$ cat src/bdc_pkg.sv
// Constants, field layouts and carrier types of the breakpoint debug control block.
// Assumes one core clock and an AXI4-Lite master for the debug registers.
// Summary of operation
// RL1: Each breakpoint has its own two-bit size field choosing one, two or four bytes.
// RL2: Size sets which low address bits compare; regions are naturally aligned.
// RL3: Each breakpoint has its own two-bit access-type field.
// RL4: Type 00 execution only, 01 data writes only, 11 data reads and writes.
// RL5: Software never programs access type 10; it never matches here.
// RL6: Execution breakpoints use the instruction start address, type 00, size 00.
// RL7: Enabled execution hit raises debug exception 1 as fault before execution.
// RL8: Software writes the watched linear address into a breakpoint address register.
// RL9: Debug registers open only in real mode or privilege level 0.
// RL10: While the guard bit is set every debug register access is blocked.
// RL11: Data breakpoints always match exactly, whatever the exact-match bits say.
// RL12: Data breakpoint trap is reported after the causing instruction completes.
// RL13: Next instruction is held until current data operand transfers complete.
// RL14: Task switch clears the per-task exact-match bit.
// RL15: Task switch leaves the system-wide exact-match bit unchanged.
// RL16: Execution breakpoints are always reported, independent of exact-match bits.
// RL17: A breakpoint is enabled by its global or local bit; hits invoke exception 1.
// RL18: Status register holds one flag per event that raises exception 1.
// RL19: After reset all four breakpoints are disabled.
// RL20: Four 32-bit linear addresses are compared continuously with generated addresses.
// RL21: Size 00 one byte, 01 two bytes, 11 four bytes; 10 unsupported.
package bdc_pkg;

  // ==========================================================================
  // Geometry
  localparam int          BDC_NUM_BP     = 4;
  localparam int          BDC_AXI_AW     = 8;

  // ==========================================================================
  // Register byte offsets
  localparam logic [7:0]  BDC_OFF_BP0    = 8'h00;
  localparam logic [7:0]  BDC_BP_STRIDE  = 8'h04;
  localparam logic [7:0]  BDC_OFF_STAT   = 8'h10;
  localparam logic [7:0]  BDC_OFF_CTRL   = 8'h14;

  // ==========================================================================
  // Control register fields
  localparam int          BDC_CTL_LOCAL0 = 0;
  localparam int          BDC_CTL_GLOB0  = 1;
  localparam int          BDC_CTL_TASKX  = 8;
  localparam int          BDC_CTL_SYSX   = 9;
  localparam int          BDC_CTL_GUARD  = 13;
  localparam int          BDC_CTL_TYPE0  = 16;
  localparam int          BDC_CTL_SIZE0  = 18;
  localparam int          BDC_CTL_FSTEP  = 4;
  localparam logic [31:0] BDC_CTL_WMASK  = 32'hffff23ff;
  localparam logic [31:0] BDC_CTL_RESET  = 32'h00000000;

  // ==========================================================================
  // Status register fields
  localparam int          BDC_STS_GUARD  = 13;
  localparam logic [31:0] BDC_STS_W1C    = 32'h0000200f;
  localparam logic [31:0] BDC_STS_RESET  = 32'h00000000;
  localparam logic [31:0] BDC_BP_RESET   = 32'h00000000;

  // ==========================================================================
  // Encodings
  localparam logic [1:0]  BDC_TYPE_EXEC  = 2'h0;
  localparam logic [1:0]  BDC_TYPE_WR    = 2'h1;
  localparam logic [1:0]  BDC_TYPE_RW    = 2'h3;
  localparam logic [1:0]  BDC_SIZE_1     = 2'h0;
  localparam logic [1:0]  BDC_SIZE_2     = 2'h1;
  localparam logic [1:0]  BDC_SIZE_4     = 2'h3;
  localparam logic [1:0]  BDC_RESP_OKAY  = 2'h0;
  localparam logic [1:0]  BDC_RESP_SLV   = 2'h2;
  localparam logic [1:0]  BDC_RESP_DEC   = 2'h3;

  // ==========================================================================
  // Types
  typedef struct packed {
    logic [31:0] addr;
    logic [1:0]  len;
    logic        wr;
  } bdc_acc_t;

  typedef enum logic [1:0] {
    BDC_CH_IDLE = 2'b01,
    BDC_CH_RESP = 2'b10
  } bdc_ch_state_t;

endpackage

$ cat src/bdc_addr_match.sv
// Byte-exact compare of one breakpoint region against one access.
// Assumes the access does not cross a doubleword boundary.
`timescale 1ns/1ps
module bdc_addr_match (
  // Breakpoint
  input  wire logic [31:0] bp_addr,
  input  wire logic [1:0]  bp_size,
  // Access
  input  wire logic [31:0] acc_addr,
  input  wire logic [1:0]  acc_len,
  // Result
  output logic             hit
);

  // ==========================================================================
  // Byte lanes covered inside the doubleword
  function automatic logic [3:0] lanes(input logic [1:0] lo, input logic [1:0] size);
    logic [3:0] m;
    m = 4'h0;
    if (size == bdc_pkg::BDC_SIZE_1) begin
      m = 4'h1 << lo;
    end else if (size == bdc_pkg::BDC_SIZE_2) begin
      m = 4'h3 << {lo[1], 1'b0};
    end else if (size == bdc_pkg::BDC_SIZE_4) begin
      m = 4'hf;
    end
    return m;
  endfunction

  wire logic [3:0] bp_lanes;
  wire logic [3:0] acc_lanes;

  assign bp_lanes  = lanes(bp_addr[1:0], bp_size); // RL1 RL2 RL21
  assign acc_lanes = lanes(acc_addr[1:0], acc_len);
  assign hit       = (bp_addr[31:2] == acc_addr[31:2]) & (|(bp_lanes & acc_lanes)); // RL11 RL20

endmodule

$ cat src/bdc_top.sv
// Breakpoint debug control: four address breakpoints, control and status registers.
// Assumes an AXI4-Lite master and an execution unit that reports fetches and data accesses.
//
// The AXI4-Lite slave port and the register addresses were chosen for this implementation.
`timescale 1ns/1ps
module bdc_top (
  // Clock and reset
  input  wire logic                 aclk,
  input  wire logic                 aresetn,
  // AXI4-Lite write address and data
  input  wire logic [7:0]           s_axi_awaddr,
  input  wire logic                 s_axi_awvalid,
  output logic                      s_axi_awready,
  input  wire logic [31:0]          s_axi_wdata,
  input  wire logic [3:0]           s_axi_wstrb,
  input  wire logic                 s_axi_wvalid,
  output logic                      s_axi_wready,
  // AXI4-Lite write response
  output logic [1:0]                s_axi_bresp,
  output logic                      s_axi_bvalid,
  input  wire logic                 s_axi_bready,
  // AXI4-Lite read
  input  wire logic [7:0]           s_axi_araddr,
  input  wire logic                 s_axi_arvalid,
  output logic                      s_axi_arready,
  output logic [31:0]               s_axi_rdata,
  output logic [1:0]                s_axi_rresp,
  output logic                      s_axi_rvalid,
  input  wire logic                 s_axi_rready,
  // Processor mode
  input  wire logic                 cpu_real_mode,
  input  wire logic [1:0]           cpu_cpl,
  // Execution unit events
  input  wire logic                 fetch_valid,
  input  wire logic [31:0]          fetch_addr,
  input  wire logic                 data_valid,
  input  wire bdc_pkg::bdc_acc_t    data_acc,
  input  wire logic                 data_busy,
  input  wire logic                 insn_done,
  input  wire logic                 task_switch,
  // Debug exception
  output logic                      dbg_fault,
  output logic                      dbg_trap,
  output logic                      hold_next
);

  // ==========================================================================
  // State
  logic [31:0]                bp_ff [bdc_pkg::BDC_NUM_BP];
  logic [31:0]                ctrl_ff;
  logic [31:0]                stat_ff;
  logic [3:0]                 pend_ff;
  logic                       fault_ff;
  logic                       trap_ff;
  logic                       hold_ff;
  bdc_pkg::bdc_ch_state_t     wr_st_ff;
  bdc_pkg::bdc_ch_state_t     rd_st_ff;
  logic                       aw_got_ff;
  logic                       w_got_ff;
  logic [7:0]                 awaddr_ff;
  logic [31:0]                wdata_ff;
  logic [3:0]                 wstrb_ff;
  logic                       awready_ff;
  logic                       wready_ff;
  logic                       bvalid_ff;
  logic [1:0]                 bresp_ff;
  logic                       arready_ff;
  logic                       rvalid_ff;
  logic [1:0]                 rresp_ff;
  logic [31:0]                rdata_ff;
  logic [31:0]                nxt_ctrl;
  logic [31:0]                nxt_stat;

  // ==========================================================================
  // Write channel decode
  wire logic                  aw_hs;
  wire logic                  w_hs;
  wire logic                  aw_got_n;
  wire logic                  w_got_n;
  wire logic                  wr_do;
  wire logic [7:0]            wa;
  wire logic [31:0]           wd;
  wire logic [3:0]            ws;
  wire logic [31:0]           wbits;
  wire logic [3:0]            wr_sel_bp;
  wire logic                  wr_sel_ctrl;
  wire logic                  wr_sel_stat;
  wire logic                  wr_map;
  wire logic                  priv_ok;
  wire logic                  guard;
  wire logic                  wr_ok;
  wire logic [1:0]            wr_resp;

  assign aw_hs       = s_axi_awvalid & awready_ff;
  assign w_hs        = s_axi_wvalid & wready_ff;
  assign aw_got_n    = aw_got_ff | aw_hs;
  assign w_got_n     = w_got_ff | w_hs;
  assign wr_do       = (wr_st_ff == bdc_pkg::BDC_CH_IDLE) & aw_got_n & w_got_n;
  assign wa          = aw_hs ? s_axi_awaddr : awaddr_ff;
  assign wd          = w_hs ? s_axi_wdata : wdata_ff;
  assign ws          = w_hs ? s_axi_wstrb : wstrb_ff;
  assign wbits       = {{8{ws[3]}}, {8{ws[2]}}, {8{ws[1]}}, {8{ws[0]}}};
  assign wr_sel_ctrl = (wa == bdc_pkg::BDC_OFF_CTRL);
  assign wr_sel_stat = (wa == bdc_pkg::BDC_OFF_STAT);
  assign wr_map      = (|wr_sel_bp) | wr_sel_ctrl | wr_sel_stat;
  assign priv_ok     = cpu_real_mode | (cpu_cpl == 2'h0); // RL9
  assign guard       = ctrl_ff[bdc_pkg::BDC_CTL_GUARD];
  assign wr_ok       = wr_do & wr_map & priv_ok & ~guard; // RL9 RL10
  assign wr_resp     = !wr_map ? bdc_pkg::BDC_RESP_DEC :
                       (!priv_ok | guard) ? bdc_pkg::BDC_RESP_SLV : bdc_pkg::BDC_RESP_OKAY;

  // ==========================================================================
  // Read channel decode
  wire logic                  ar_hs;
  wire logic [31:0]           rd_val;
  wire logic                  rd_map;
  wire logic                  rd_ok;
  wire logic [1:0]            rd_resp;
  wire logic [3:0]            rd_sel_bp;
  wire logic                  guard_viol;

  assign ar_hs      = s_axi_arvalid & arready_ff;
  assign rd_map     = (|rd_sel_bp) | (s_axi_araddr == bdc_pkg::BDC_OFF_CTRL) |
                      (s_axi_araddr == bdc_pkg::BDC_OFF_STAT);
  assign rd_ok      = rd_map & priv_ok & ~guard; // RL9 RL10
  assign rd_resp    = !rd_map ? bdc_pkg::BDC_RESP_DEC :
                      rd_ok ? bdc_pkg::BDC_RESP_OKAY : bdc_pkg::BDC_RESP_SLV;
  assign rd_val     = !rd_ok ? 32'h00000000 :
                      rd_sel_bp[0] ? bp_ff[0] :
                      rd_sel_bp[1] ? bp_ff[1] :
                      rd_sel_bp[2] ? bp_ff[2] :
                      rd_sel_bp[3] ? bp_ff[3] :
                      (s_axi_araddr == bdc_pkg::BDC_OFF_CTRL) ? ctrl_ff : stat_ff;
  // Guard trips on any access attempt, mapped or not
  assign guard_viol = guard & (wr_do | ar_hs); // RL10

  // ==========================================================================
  // Per-breakpoint compare and registers
  wire logic [3:0]            f_hit;
  wire logic [3:0]            d_hit;

  for (genvar gi = 0; gi < bdc_pkg::BDC_NUM_BP; gi++) begin : g_bp
    wire logic [1:0] bp_type;
    wire logic [1:0] bp_size;
    wire logic       bp_en;
    wire logic       f_match;
    wire logic       d_match;
    wire logic [7:0] bp_off;

    assign bp_off  = bdc_pkg::BDC_OFF_BP0 + 8'(gi) * bdc_pkg::BDC_BP_STRIDE;
    assign bp_type = ctrl_ff[bdc_pkg::BDC_CTL_TYPE0 + gi * bdc_pkg::BDC_CTL_FSTEP +: 2]; // RL3
    assign bp_size = ctrl_ff[bdc_pkg::BDC_CTL_SIZE0 + gi * bdc_pkg::BDC_CTL_FSTEP +: 2]; // RL1
    assign bp_en   = ctrl_ff[bdc_pkg::BDC_CTL_LOCAL0 + 2 * gi] |
                     ctrl_ff[bdc_pkg::BDC_CTL_GLOB0 + 2 * gi]; // RL17
    assign wr_sel_bp[gi] = (wa == bp_off);
    assign rd_sel_bp[gi] = (s_axi_araddr == bp_off);

    bdc_addr_match u_fetch (
      .bp_addr  (bp_ff[gi]),
      .bp_size  (bp_size),
      .acc_addr (fetch_addr),
      .acc_len  (bdc_pkg::BDC_SIZE_1),
      .hit      (f_match)
    );

    bdc_addr_match u_data (
      .bp_addr  (bp_ff[gi]),
      .bp_size  (bp_size),
      .acc_addr (data_acc.addr),
      .acc_len  (data_acc.len),
      .hit      (d_match)
    );

    // Exact-match bits play no part in either compare
    assign f_hit[gi] = fetch_valid & bp_en & (bp_type == bdc_pkg::BDC_TYPE_EXEC) & f_match; // RL4 RL7 RL16
    assign d_hit[gi] = data_valid & bp_en & d_match &
                       (((bp_type == bdc_pkg::BDC_TYPE_WR) & data_acc.wr) |
                        (bp_type == bdc_pkg::BDC_TYPE_RW)); // RL4 RL5 RL11

    always_ff @(posedge aclk) begin
      if (!aresetn) begin
        bp_ff[gi] <= bdc_pkg::BDC_BP_RESET;
      end else if (wr_ok & wr_sel_bp[gi]) begin
        bp_ff[gi] <= (bp_ff[gi] & ~wbits) | (wd & wbits); // RL20
      end
    end
  end

  // ==========================================================================
  // Control and status next values
  wire logic [3:0]            done_hits;

  assign done_hits = insn_done ? (pend_ff | d_hit) : 4'h0;

  always_comb begin
    nxt_ctrl = ctrl_ff;
    if (wr_ok & wr_sel_ctrl) begin
      nxt_ctrl = ((ctrl_ff & ~wbits) | (wd & wbits)) & bdc_pkg::BDC_CTL_WMASK;
    end
    if (task_switch) begin
      nxt_ctrl[bdc_pkg::BDC_CTL_TASKX] = 1'b0; // RL14 RL15
    end
    // Guard drops so the handler can reach the registers
    if (guard_viol) begin
      nxt_ctrl[bdc_pkg::BDC_CTL_GUARD] = 1'b0;
    end
  end

  always_comb begin
    nxt_stat = stat_ff;
    if (wr_ok & wr_sel_stat) begin
      nxt_stat = stat_ff & ~(wd & wbits & bdc_pkg::BDC_STS_W1C);
    end
    // Sets after the clear so a same-cycle event survives
    nxt_stat[3:0] = nxt_stat[3:0] | f_hit | done_hits; // RL18
    if (guard_viol) begin
      nxt_stat[bdc_pkg::BDC_STS_GUARD] = 1'b1; // RL18
    end
  end

  always_ff @(posedge aclk) begin
    if (!aresetn) begin
      ctrl_ff  <= bdc_pkg::BDC_CTL_RESET; // RL19
      stat_ff  <= bdc_pkg::BDC_STS_RESET;
      pend_ff  <= 4'h0;
      fault_ff <= 1'b0;
      trap_ff  <= 1'b0;
      hold_ff  <= 1'b0;
    end else begin
      ctrl_ff  <= nxt_ctrl;
      stat_ff  <= nxt_stat;
      pend_ff  <= insn_done ? 4'h0 : (pend_ff | d_hit);
      fault_ff <= (|f_hit) | guard_viol; // RL7
      trap_ff  <= |done_hits; // RL12
      hold_ff  <= data_valid | data_busy; // RL13
    end
  end

  // ==========================================================================
  // Write channel
  always_ff @(posedge aclk) begin
    if (!aresetn) begin
      wr_st_ff   <= bdc_pkg::BDC_CH_IDLE;
      aw_got_ff  <= 1'b0;
      w_got_ff   <= 1'b0;
      awaddr_ff  <= 8'h00;
      wdata_ff   <= 32'h00000000;
      wstrb_ff   <= 4'h0;
      awready_ff <= 1'b0;
      wready_ff  <= 1'b0;
      bvalid_ff  <= 1'b0;
      bresp_ff   <= bdc_pkg::BDC_RESP_OKAY;
    end else begin
      if (aw_hs) begin
        awaddr_ff <= s_axi_awaddr;
      end
      if (w_hs) begin
        wdata_ff <= s_axi_wdata;
        wstrb_ff <= s_axi_wstrb;
      end
      case (wr_st_ff)
        bdc_pkg::BDC_CH_IDLE: begin
          if (wr_do) begin
            wr_st_ff   <= bdc_pkg::BDC_CH_RESP;
            aw_got_ff  <= 1'b0;
            w_got_ff   <= 1'b0;
            awready_ff <= 1'b0;
            wready_ff  <= 1'b0;
            bvalid_ff  <= 1'b1;
            bresp_ff   <= wr_resp; // RL9 RL10
          end else begin
            aw_got_ff  <= aw_got_n;
            w_got_ff   <= w_got_n;
            awready_ff <= ~aw_got_n;
            wready_ff  <= ~w_got_n;
          end
        end
        bdc_pkg::BDC_CH_RESP: begin
          if (s_axi_bready) begin
            wr_st_ff   <= bdc_pkg::BDC_CH_IDLE;
            bvalid_ff  <= 1'b0;
            awready_ff <= 1'b1;
            wready_ff  <= 1'b1;
          end
        end
        default: begin
          wr_st_ff <= bdc_pkg::BDC_CH_IDLE;
        end
      endcase
    end
  end

  // ==========================================================================
  // Read channel
  always_ff @(posedge aclk) begin
    if (!aresetn) begin
      rd_st_ff   <= bdc_pkg::BDC_CH_IDLE;
      arready_ff <= 1'b0;
      rvalid_ff  <= 1'b0;
      rresp_ff   <= bdc_pkg::BDC_RESP_OKAY;
      rdata_ff   <= 32'h00000000;
    end else begin
      case (rd_st_ff)
        bdc_pkg::BDC_CH_IDLE: begin
          if (ar_hs) begin
            rd_st_ff   <= bdc_pkg::BDC_CH_RESP;
            arready_ff <= 1'b0;
            rvalid_ff  <= 1'b1;
            rresp_ff   <= rd_resp;
            rdata_ff   <= rd_val;
          end else begin
            arready_ff <= 1'b1;
          end
        end
        bdc_pkg::BDC_CH_RESP: begin
          if (s_axi_rready) begin
            rd_st_ff   <= bdc_pkg::BDC_CH_IDLE;
            rvalid_ff  <= 1'b0;
            arready_ff <= 1'b1;
          end
        end
        default: begin
          rd_st_ff <= bdc_pkg::BDC_CH_IDLE;
        end
      endcase
    end
  end

  // ==========================================================================
  // Outputs
  assign s_axi_awready = awready_ff;
  assign s_axi_wready  = wready_ff;
  assign s_axi_bvalid  = bvalid_ff;
  assign s_axi_bresp   = bresp_ff;
  assign s_axi_arready = arready_ff;
  assign s_axi_rvalid  = rvalid_ff;
  assign s_axi_rresp   = rresp_ff;
  assign s_axi_rdata   = rdata_ff;
  assign dbg_fault     = fault_ff;
  assign dbg_trap      = trap_ff;
  assign hold_next     = hold_ff;

  // ==========================================================================
  // Checks
  property p_reset_off;
    @(posedge aclk) !aresetn |=> (ctrl_ff[7:0] == 8'h00);
  endproperty
  a_reset_off: assert property (p_reset_off) else $error("enables not clear after reset"); // RL19

  property p_exec_fault;
    @(posedge aclk) disable iff (!aresetn)
      (fetch_valid && (|f_hit)) |=> (dbg_fault && (|(stat_ff[3:0] & $past(f_hit))));
  endproperty
  a_exec_fault: assert property (p_exec_fault) else $error("execution hit gave no fault"); // RL7

  property p_trap_after_done;
    @(posedge aclk) disable iff (!aresetn) dbg_trap |-> $past(insn_done);
  endproperty
  a_trap_after_done: assert property (p_trap_after_done) else $error("trap before completion"); // RL12

  property p_task_clear;
    @(posedge aclk) disable iff (!aresetn)
      task_switch |=> !ctrl_ff[bdc_pkg::BDC_CTL_TASKX];
  endproperty
  a_task_clear: assert property (p_task_clear) else $error("task exact bit survived"); // RL14

  property p_sys_keep;
    @(posedge aclk) disable iff (!aresetn)
      (task_switch && !(wr_ok && wr_sel_ctrl)) |=>
      (ctrl_ff[bdc_pkg::BDC_CTL_SYSX] == $past(ctrl_ff[bdc_pkg::BDC_CTL_SYSX]));
  endproperty
  a_sys_keep: assert property (p_sys_keep) else $error("system exact bit changed"); // RL15

  property p_guard_block;
    @(posedge aclk) disable iff (!aresetn)
      (wr_do && guard && wr_map) |=> (s_axi_bvalid && (s_axi_bresp == bdc_pkg::BDC_RESP_SLV)
                                      && (ctrl_ff[31:14] == $past(ctrl_ff[31:14])));
  endproperty
  a_guard_block: assert property (p_guard_block) else $error("guarded write accepted"); // RL10

  property p_priv_block;
    @(posedge aclk) disable iff (!aresetn)
      (ar_hs && rd_map && !priv_ok) |=> (s_axi_rvalid && (s_axi_rresp == bdc_pkg::BDC_RESP_SLV)
                                          && (s_axi_rdata == 32'h00000000));
  endproperty
  a_priv_block: assert property (p_priv_block) else $error("unprivileged read answered"); // RL9

  property p_guard_flag;
    @(posedge aclk) disable iff (!aresetn)
      guard_viol |=> (stat_ff[bdc_pkg::BDC_STS_GUARD] && dbg_fault && !guard);
  endproperty
  a_guard_flag: assert property (p_guard_flag) else $error("guard event not flagged"); // RL18

  property p_hold;
    @(posedge aclk) disable iff (!aresetn) (data_valid || data_busy) |=> hold_next;
  endproperty
  a_hold: assert property (p_hold) else $error("next instruction not held"); // RL13

  property p_disabled_quiet;
    @(posedge aclk) disable iff (!aresetn)
      ((ctrl_ff[7:0] == 8'h00) && !guard_viol) |=> !dbg_fault;
  endproperty
  a_disabled_quiet: assert property (p_disabled_quiet) else $error("fault while disabled"); // RL17

endmodule

$ cat config.mk
export PLATFORM = sky130hd
export DESIGN_NAME = bdc_top
export DESIGN_NICKNAME = d
export VERILOG_FILES = /design/src/bdc_pkg.sv /design/src/bdc_addr_match.sv /design/src/bdc_top.sv
export SDC_FILE = /design/constraint.sdc
export NUM_CORES = 1
export LEC_CHECK = 0
export BUFFER_PORTS_ARGS = -buffer_cell sky130_fd_sc_hd__clkbuf_2
export CAP_MARGIN = 20
export CORE_MARGIN = 4
export CORE_UTILIZATION = 38
export CTS_CLUSTER_SIZE = 25
export DETAILED_ROUTE_END_ITERATION = 8
export GPL_TIMING_DRIVEN = 0
export PLACE_DENSITY = 0.65
export SKIP_CTS_REPAIR_TIMING = 1
export SYNTH_ARGS = -nofsm -noshare
export SYNTH_HDL_FRONTEND = slang
export SYNTH_SLANG_ARGS = --single-unit
export TNS_END_PERCENT = 20
$ cat constraint.sdc
create_clock -name aclk -period 4.65 [get_ports aclk]
set_input_delay 0.2325 -clock aclk [delete_from_list [all_inputs] [get_ports aclk]]
set_output_delay 0.2325 -clock aclk [all_outputs]
set_load 0.05 [all_outputs]
==> results of run 1 <==
-- power groups by stage --
stage | Clock [W] | Sequential [W] | Combinational [W]
6_report | 0.00249 | 0.00257 | 0.000943
5_1_grt | 0.00259 | 0.00258 | 0.000999
4_1_cts | 0.00250 | 0.00257 | 0.000914
3_5_place_dp | 0 | 0.00261 | 0.000907
3_3_place_gp | 0 | 0.00262 | 0.000889
2_1_floorplan | 0 | 0.00260 | 0.000482
-- layout make-up --
class / instances / area, um2
flip-flops and latches: 258 / 6450
diodes: 1 / 2.50
clock inverters: 12 / 175
fillers: 3687 / 20300
well taps: 511 / 639
multi-input cells: 1226 / 7700
repair buffers: 194 / 1150
clock buffers: 40 / 861
inverters: 12 / 45.0
plain buffers: 88 / 403
-- layer usage --
layer | part of all wire | up-vias | GRT usage
met4 | 0.052 | 2 | 0.148
met2 | 0.45 | 827 | 0.511
li1 | - | 6119 | -
met1 | 0.41 | 6904 | 0.438
met5 | 0.00029 | - | 0
met3 | 0.089 | 154 | 0.0426
-- path summary, 6_finish.rpt --
path	slack, ns	cells after the start	end
setup reg to reg	1.36	7	bp_ff[3][9]$_SDFFCE_PN0P_
hold reg to reg	0.45	2	s_axi_rdata[27]$_SDFFE_PN0P_
hold / removal	-0.03	3	wdata_ff[5]$_SDFF_PN0_
setup / recovery	1.36	7	bp_ff[3][9]$_SDFFCE_PN0P_
-- metrics by stage --
step	power [W]	instances	setup WS, ns	TNS, ns	util
after CTS	0.00598	2324	1.40	0	0.457
after global placement	0.00351	2267	-2.04	-129.22	0.426
after global routing	0.00617	2341	1.28	0	0.461
after floorplan	0.00308	1584	0.0900	0	-
final	0.00601	2342	1.36	0	0.461
after detailed placement	0.00352	2272	1.42	0	0.429
-- worst max-delay path: stages, from the launching register on --
cell	delay, ns
sky130_fd_sc_hd__dfxtp_1	0.44
sky130_fd_sc_hd__and2_1	0.25
sky130_fd_sc_hd__buf_2	0.27
sky130_fd_sc_hd__mux2i_1	0.59
sky130_fd_sc_hd__nor2_1	0.15
sky130_fd_sc_hd__nand2_1	0.43
sky130_fd_sc_hd__clkbuf_1	0.74
sky130_fd_sc_hd__nor2_1	0.12
-- synth_stat cells, types with 8 or more instances --
cell / instances / area (um2)
sky130_fd_sc_hd__xor2_1: 149 / 1310
sky130_fd_sc_hd__buf_2: 25 / 125
sky130_fd_sc_hd__xnor2_1: 109 / 955
sky130_fd_sc_hd__inv_1: 11 / 41.3
sky130_fd_sc_hd__nor2_1: 222 / 833
sky130_fd_sc_hd__nand3_1: 27 / 135
sky130_fd_sc_hd__o22ai_1: 21 / 131
sky130_fd_sc_hd__a21oi_1: 48 / 240
sky130_fd_sc_hd__a211oi_1: 12 / 90.1
sky130_fd_sc_hd__nor4_1: 40 / 250
sky130_fd_sc_hd__nand2_1: 148 / 556
sky130_fd_sc_hd__mux2i_1: 64 / 641
sky130_fd_sc_hd__nand2b_1: 9 / 56.3
sky130_fd_sc_hd__o31ai_1: 18 / 135
sky130_fd_sc_hd__dfxtp_1: 130 / 2600
sky130_fd_sc_hd__edfxtp_1: 128 / 3840
sky130_fd_sc_hd__o21ai_0: 168 / 841
sky130_fd_sc_hd__clkbuf_1: 48 / 180
sky130_fd_sc_hd__o211ai_1: 20 / 150
sky130_fd_sc_hd__buf_1: 8 / 30.0
sky130_fd_sc_hd__nor3_1: 13 / 65.1
sky130_fd_sc_hd__nand4_1: 35 / 219
-- cells by family after synthesis --
| family | after synthesis | share of synthesized area |
|---|---|---|
| compound gates | 355 | 0.149 |
| mux | 72 | 0.0504 |
| buf+inv | 100 | 0.0307 |
| simple gates | 541 | 0.172 |
| flops | 258 | 0.442 |
| xor+xnor | 258 | 0.155 |
==> impl_metrics.yaml, run 1 <==
drt:
  vias_per_cell: 5.98
  detail_route.wl_per_cell_um: 29.3
  drcViolationCount: 0
  drtAntennaViolNets: 0
  route.vias.total: 14006
  finalWirelength_um: 68700
  detail_route.iter0.violations: 1776
  drt_pass1_iterations: 6
critical_path:
  critical_path_class: "flop to flop"
  crit_path_start: "s_axi_awready$_SDFFE_PN0P_"
  critical_path.startpoint_type: "flop"
  worstPathMaxFanout: 10
  worstPathArrival_ns: 3.57
  critPathRequiredTime_ns: 4.93
  critical_path.endpoint_type: "flop"
  crit-reg2reg-launch: "s_axi_awready$_SDFFE_PN0P_"
sta:
  pins_over_slew_limit: 0
  achievable-frequency_ghz: 0.304
  finalHoldViolCount: 4
  worst_pin_slew_ns: 1.10
  worst_clock_skew_ns: 0.00976
  fin_hold_ws_ns: -0.0277
  finalCritPeriodShare: 0.707
  grt_setup_unrepaired: "no"
  timing.final.crit_period_ns: 3.29
  timing.slew.headroom: 0.264
  setup_viol_count_final: 0
synth:
  yosys_warnings: 0
  synth_async_sr_flop_share: 0
  netlist_instances: 1584
  synth.yosys.seq_area_share: 0.442
  synth_area_per_cell_um2: 9.20
  synth_flop_cell: "sky130_fd_sc_hd__dfxtp_1"
  count_of_unique_library_cells_instantiated_by_yosys: 69
  synth-seq-cells: 258
  synth_area_um2: 14600
  synth_enable_flop_cells: 128
  postSynthNetCount: 1718
grt:
  grt_antenna_before_repair: 2
  grtUsageTotal: 0.322
  grt_pass1_vias: 13555
  grt_max_degree: 18
  total_global_routing_overflow: 0
  first_pass_grt_wire_length_um: 96200
placed_design:
  place_hpwl_um: 55600
  placement.cell_area_um2: 16200
  placement.io_buffers: 172
  routabilityCongestion: 1.05
finish:
  finalInstanceArea_um2: 17400
  finalNetCount: 1942
  layout.cells.most_common: "sky130_fd_sc_hd__nor2_1"
  mostFrequentLayoutCells: "sky130_fd_sc_hd__nor2_1, sky130_fd_sc_hd__clkbuf_2, sky130_fd_sc_hd__o21ai_0"
  area_delta_synth_final_pct: 19.6
  layout-drive-gt1-share: 0.155
pwr:
  switchingPower_w: 0.00173
  worst_vdd_drop_uv: 388
  pwr-share-comb: 0.157
  power.share.clock: 0.415
  p_leak_nw: 6.61
  sw_frac_of_total: 0.288
  p_per_area_nw_per_um2: 345
  internal-power_w: 0.00428
  p_seq_frac: 0.428
clocking:
  ctsHtreeMaxLevel: 1
  clk_transition_reported_paths_ns: 0.06
  cts_tree: "done"
  cts_made_buffers: 28
  ctsLongestPathBuffers: 3
  cts_sinks: 258
  clock_tree.root_cell: "sky130_fd_sc_hd__clkbuf_16"
  worstSkewPairLatency_ns: 0.57
floorplanning:
  die-width_um: 204
  initial_core_util: 0.386
  chipHeight_um: 204
  boundaryPins: 178
  fp.dieArea_um2: 41500
  area_of_the_core_um2: 37800
  std_cell_rows: 71
outcome:
  outcome: "finished, violations left"
  violations: "hold timing"
job:
  timing.max_cap.violations: 0
min_path:
  min-delay-path-class: "input port to flop"
  hold_start: "s_axi_wdata[5]"
(Power assumes the default switching activity.)
==> inputs of run 2 (changes only) <==
--- a/config.mk
+++ b/config.mk
@@ -5,6 +5,7 @@
 export SDC_FILE = /design/constraint.sdc
 export NUM_CORES = 1
 export LEC_CHECK = 0
+export ABC_AREA = 1
 export BUFFER_PORTS_ARGS = -buffer_cell sky130_fd_sc_hd__clkbuf_2
 export CAP_MARGIN = 20
 export CORE_MARGIN = 4
@@ -12,7 +13,7 @@
 export CTS_CLUSTER_SIZE = 25
 export DETAILED_ROUTE_END_ITERATION = 8
 export GPL_TIMING_DRIVEN = 0
-export PLACE_DENSITY = 0.65
+export PLACE_DENSITY = 0.67
 export SKIP_CTS_REPAIR_TIMING = 1
 export SYNTH_ARGS = -nofsm -noshare
 export SYNTH_HDL_FRONTEND = slang
==> constraint.sdc (replaced) <==
create_clock -name aclk -period 2.7 [get_ports aclk]
set_input_delay 0.135 -clock aclk [delete_from_list [all_inputs] [get_ports aclk]]
set_output_delay 0.135 -clock aclk [all_outputs]
set_load 0.05 [all_outputs]
==> run 2 against run 1 <==
Against the previous run: sequential cell count is the same; cell area grew 11%; routed wire length grew 38%; critical endpoint is now s_axi_rdata[22]$_SDFFE_PN0P_; core utilization grew 0.15 points; synthesized cell count grew 50%; non-clock buffer count grew 17; critical path type unchanged; highest routed layer unchanged; the run ends with hold timing, setup timing left; via count grew 31%; area after synthesis grew 11%; largest power group unchanged; critical path depth grew 2; register-to-register slack lost 1.4 ns; power grew 75%; die area grew 10%.
==> impl_metrics.yaml, run 2 <==
synth:
  count_of_unique_library_cells_instantiated_by_yosys: 36
  synthesized_area_fraction_occupied_by_ao_oa_aoi_and_oai_cells: 0.123
  main_combinational_cell_family_by_area_after_synthesis: "simple AND/OR/NAND/NOR gates"
  post_synth_mux_area_share: 0.0161
  post-synth-top-count-cell: "sky130_fd_sc_hd__nand2_1"
  synth_area_um2: 16200
  synthTopCellsByCount: "sky130_fd_sc_hd__nand2_1, sky130_fd_sc_hd__inv_1, sky130_fd_sc_hd__nor2_1, sky130_fd_sc_hd__a21oi_1, sky130_fd_sc_hd__o21ai_0"
  synth-seq-cells: 258
  synth.yosys.seq_area_share: 0.399
  synth_async_sr_flop_share: 0
  synth_area_leaders: "sky130_fd_sc_hd__edfxtp_1, sky130_fd_sc_hd__nand2_1, sky130_fd_sc_hd__dfxtp_1"
  netlist_instances: 2378
  yosys_warnings: 0
  synth_enable_flop_cells: 128
  synth_area_per_cell_um2: 6.79
  synth_top_area_cell: "sky130_fd_sc_hd__edfxtp_1"
  postSynthNetCount: 2512
  adder_cell_share_of_the_synthesized_area: 0
  synth_top_area_share: 0.238
  synth_flop_cell: "sky130_fd_sc_hd__dfxtp_1"
  synthXorXnorAreaFrac: 0.0342
  synth_simple_gate_area_frac: 0.323
finish:
  num_antenna_cells: 0
  mostFrequentLayoutCells: "sky130_fd_sc_hd__nand2_1, sky130_fd_sc_hd__inv_1, sky130_fd_sc_hd__nor2_1"
  layout.cells.most_common: "sky130_fd_sc_hd__nand2_1"
  finalNetCount: 2769
  layout-drive-gt1-share: 0.144
  fin_cells: 3199
  finalInstanceArea_um2: 19400
  area_delta_synth_final_pct: 20.2
sta:
  finalHoldViolCount: 1
  worst_pin_slew_ns: 1.14
  setup_viol_count_final: 2
  grt_setup_unrepaired: "yes"
  finalCritPeriodShare: 1.01
  timing.slew.headroom: 0.237
  timing.final.crit_period_ns: 2.73
  achievable-frequency_ghz: 0.366
  setup_slack_ns: -0.0306
  worst_clock_skew_ns: 0.0286
  fin_hold_ws_ns: -0.0464
  pins_over_slew_limit: 0
drt:
  drt_pass1_iterations: 7
  finalWirelength_um: 94700
  drtAntennaViolNets: 0
  detail_route.iter0.violations: 2526
  route.vias.total: 18335
  drcViolationCount: 0
  vias_per_cell: 5.73
  detail_route.wl_per_cell_um: 29.6
pwr:
  worst_vdd_drop_uv: 593
  total_power_w: 0.0105
  p_per_area_nw_per_um2: 540
  p_leak_nw: 8.87
clocking:
  cts_sinks: 258
  clk_transition_reported_paths_ns: 0.06
  ctsHtreeMaxLevel: 1
  clock_tree.root_cell: "sky130_fd_sc_hd__clkbuf_16"
  cts_tree: "done"
  cts_made_buffers: 31
  ctsLongestPathBuffers: 3
  worstSkewPairLatency_ns: 0.62
critical_path:
  critical_path.startpoint_type: "flop"
  path_common_cell: "sky130_fd_sc_hd__a21oi_1"
  crit_path_buf_inv_count: 2
  crit_chain: "nand2_1 > nor2_2 > inv_2 > nor2_1 > nand2_2 > clkbuf_1 > a21oi_1 > o21ai_0 > a21oi_1"
  crit-reg2reg-launch: "s_axi_arready$_SDFFE_PN0P_"
  worstReg2RegEnd: "s_axi_rdata[22]$_SDFFE_PN0P_"
  cpPeakStageDelay_ns: 0.45
  worstPathArrival_ns: 3.25
  critical_path.endpoint_type: "flop"
  worst_path_dominant_cell_family: "simple AND/OR/NAND/NOR gates"
  worstPathMaxFanout: 10
  critical_path_class: "flop to flop"
  reg2reg_setup_slack_ns: -0.03
  r2r_cells: 9
  critPathRequiredTime_ns: 3.22
  slowest_stage: "sky130_fd_sc_hd__clkbuf_1"
floorplanning:
  initial_core_util: 0.385
  boundaryPins: 178
  fp.dieArea_um2: 45900
  std_cell_rows: 75
  chipHeight_um: 214
  area_of_the_core_um2: 41900
  die-width_um: 214
min_path:
  min-delay-path-class: "input port to flop"
  timing.hold.worst_path_depth: 5
  hold_start: "s_axi_awaddr[3]"
  capture_endpoint_of_the_worst_hold_path: "awaddr_ff[3]$_SDFF_PN0_"
grt:
  grt_max_degree: 33
  first_pass_grt_wire_length_um: 128000
  total_global_routing_overflow: 0
  grtUsageTotal: 0.392
  grt_antenna_before_repair: 8
  grt_pass1_vias: 16488
outcome:
  outcome: "finished, violations left"
  violations: "hold timing, setup timing"
placed_design:
  detailedPlace.worstSlack_ns: -0.520
  dpl.cell_count: 3092
  place_hpwl_um: 77300
  placement.io_buffers: 168
  routabilityCongestion: 1.05
  placement.cell_area_um2: 17800
job:
  timing.max_cap.violations: 0
## run 2: changes by cell type after synthesis, sizes merged, moves of 38 or more
cell,before,now
mux2i,64,26
nor2,222,282
nand3,27,89
inv,12,352
nand2,149,737
nor4,42,0
xor2,149,26
a21oi,48,165
xnor2,109,37
## run 2: routing by layer
metal | routed length (um) | global-route usage
met5 | 57 | 0
met4 | 4610 | 0.138
met3 | 11100 | 0.0983
met2 | 39900 | 0.590
met1 | 39100 | 0.548
## run 2: tightest hold or removal path, delay by kind of cell
family,cells,cell delay [ns]
buf+inv,2,0.19
simple gates,3,0.19
## run 2: power breakdown
group / leakage (nW) / internal (W) / switching (W)
logic: 5.97 / 0.000500 / 0.00130
registers: 2.38 / 0.00424 / 0.000135
clock network: 0.518 / 0.00247 / 0.00185
total: 8.87 / 0.00720 / 0.00329
## run 2: cell families (layout without fill, tap and decap cells)
family                 count (synthesis)  in the layout
XOR/XNOR                              63             63
buffers and inverters                429            711
AND/OR/NAND/NOR                     1231           1231
flip-flops                           258            258
multiplexers                          26             26
AO/OA/AOI/OAI                        371            371
## run 2: area by class of cell
type / instances / area [um2]
fillers: 4338 / 22500
multi-input cells: 1691 / 8080
flip-flops and latches: 258 / 6450
repair buffers: 224 / 1470
inverters: 354 / 1330
clock buffers: 48 / 963
well taps: 539 / 674
plain buffers: 75 / 374
clock inverters: 10 / 78.8
## run 2: worst max-delay path by stage
stage	startpoint	end	slack [ns]	cells past startpoint
final	s_axi_arready$_SDFFE_PN0P_	s_axi_rdata[22]$_SDFFE_PN0P_	-0.03	9
after CTS	s_axi_wready$_SDFFE_PN0P_	bp_ff[3][8]$_SDFFCE_PN0P_	-0.55	7
after detailed placement	s_axi_wready$_SDFFE_PN0P_	flop	-0.52	9
after global routing	s_axi_araddr[5]	s_axi_rdata[11]$_SDFFE_PN0P_	-0.13	11
after floorplan	s_axi_awready$_SDFFE_PN0P_	bp_ff[0][0]$_SDFFCE_PN0P_	0.001	11
after global placement	aresetn	bp_ff[3][24]$_SDFFCE_PN0P_	-1.19	4
## run 2: stage by stage
step           utilization  setup TNS, ns
2_1_floorplan            -              0
3_3_place_gp         0.422        -137.12
3_5_place_dp         0.425         -66.82
4_1_cts              0.449         -68.83
5_1_grt              0.463         -0.667
6_report             0.463        -0.0328
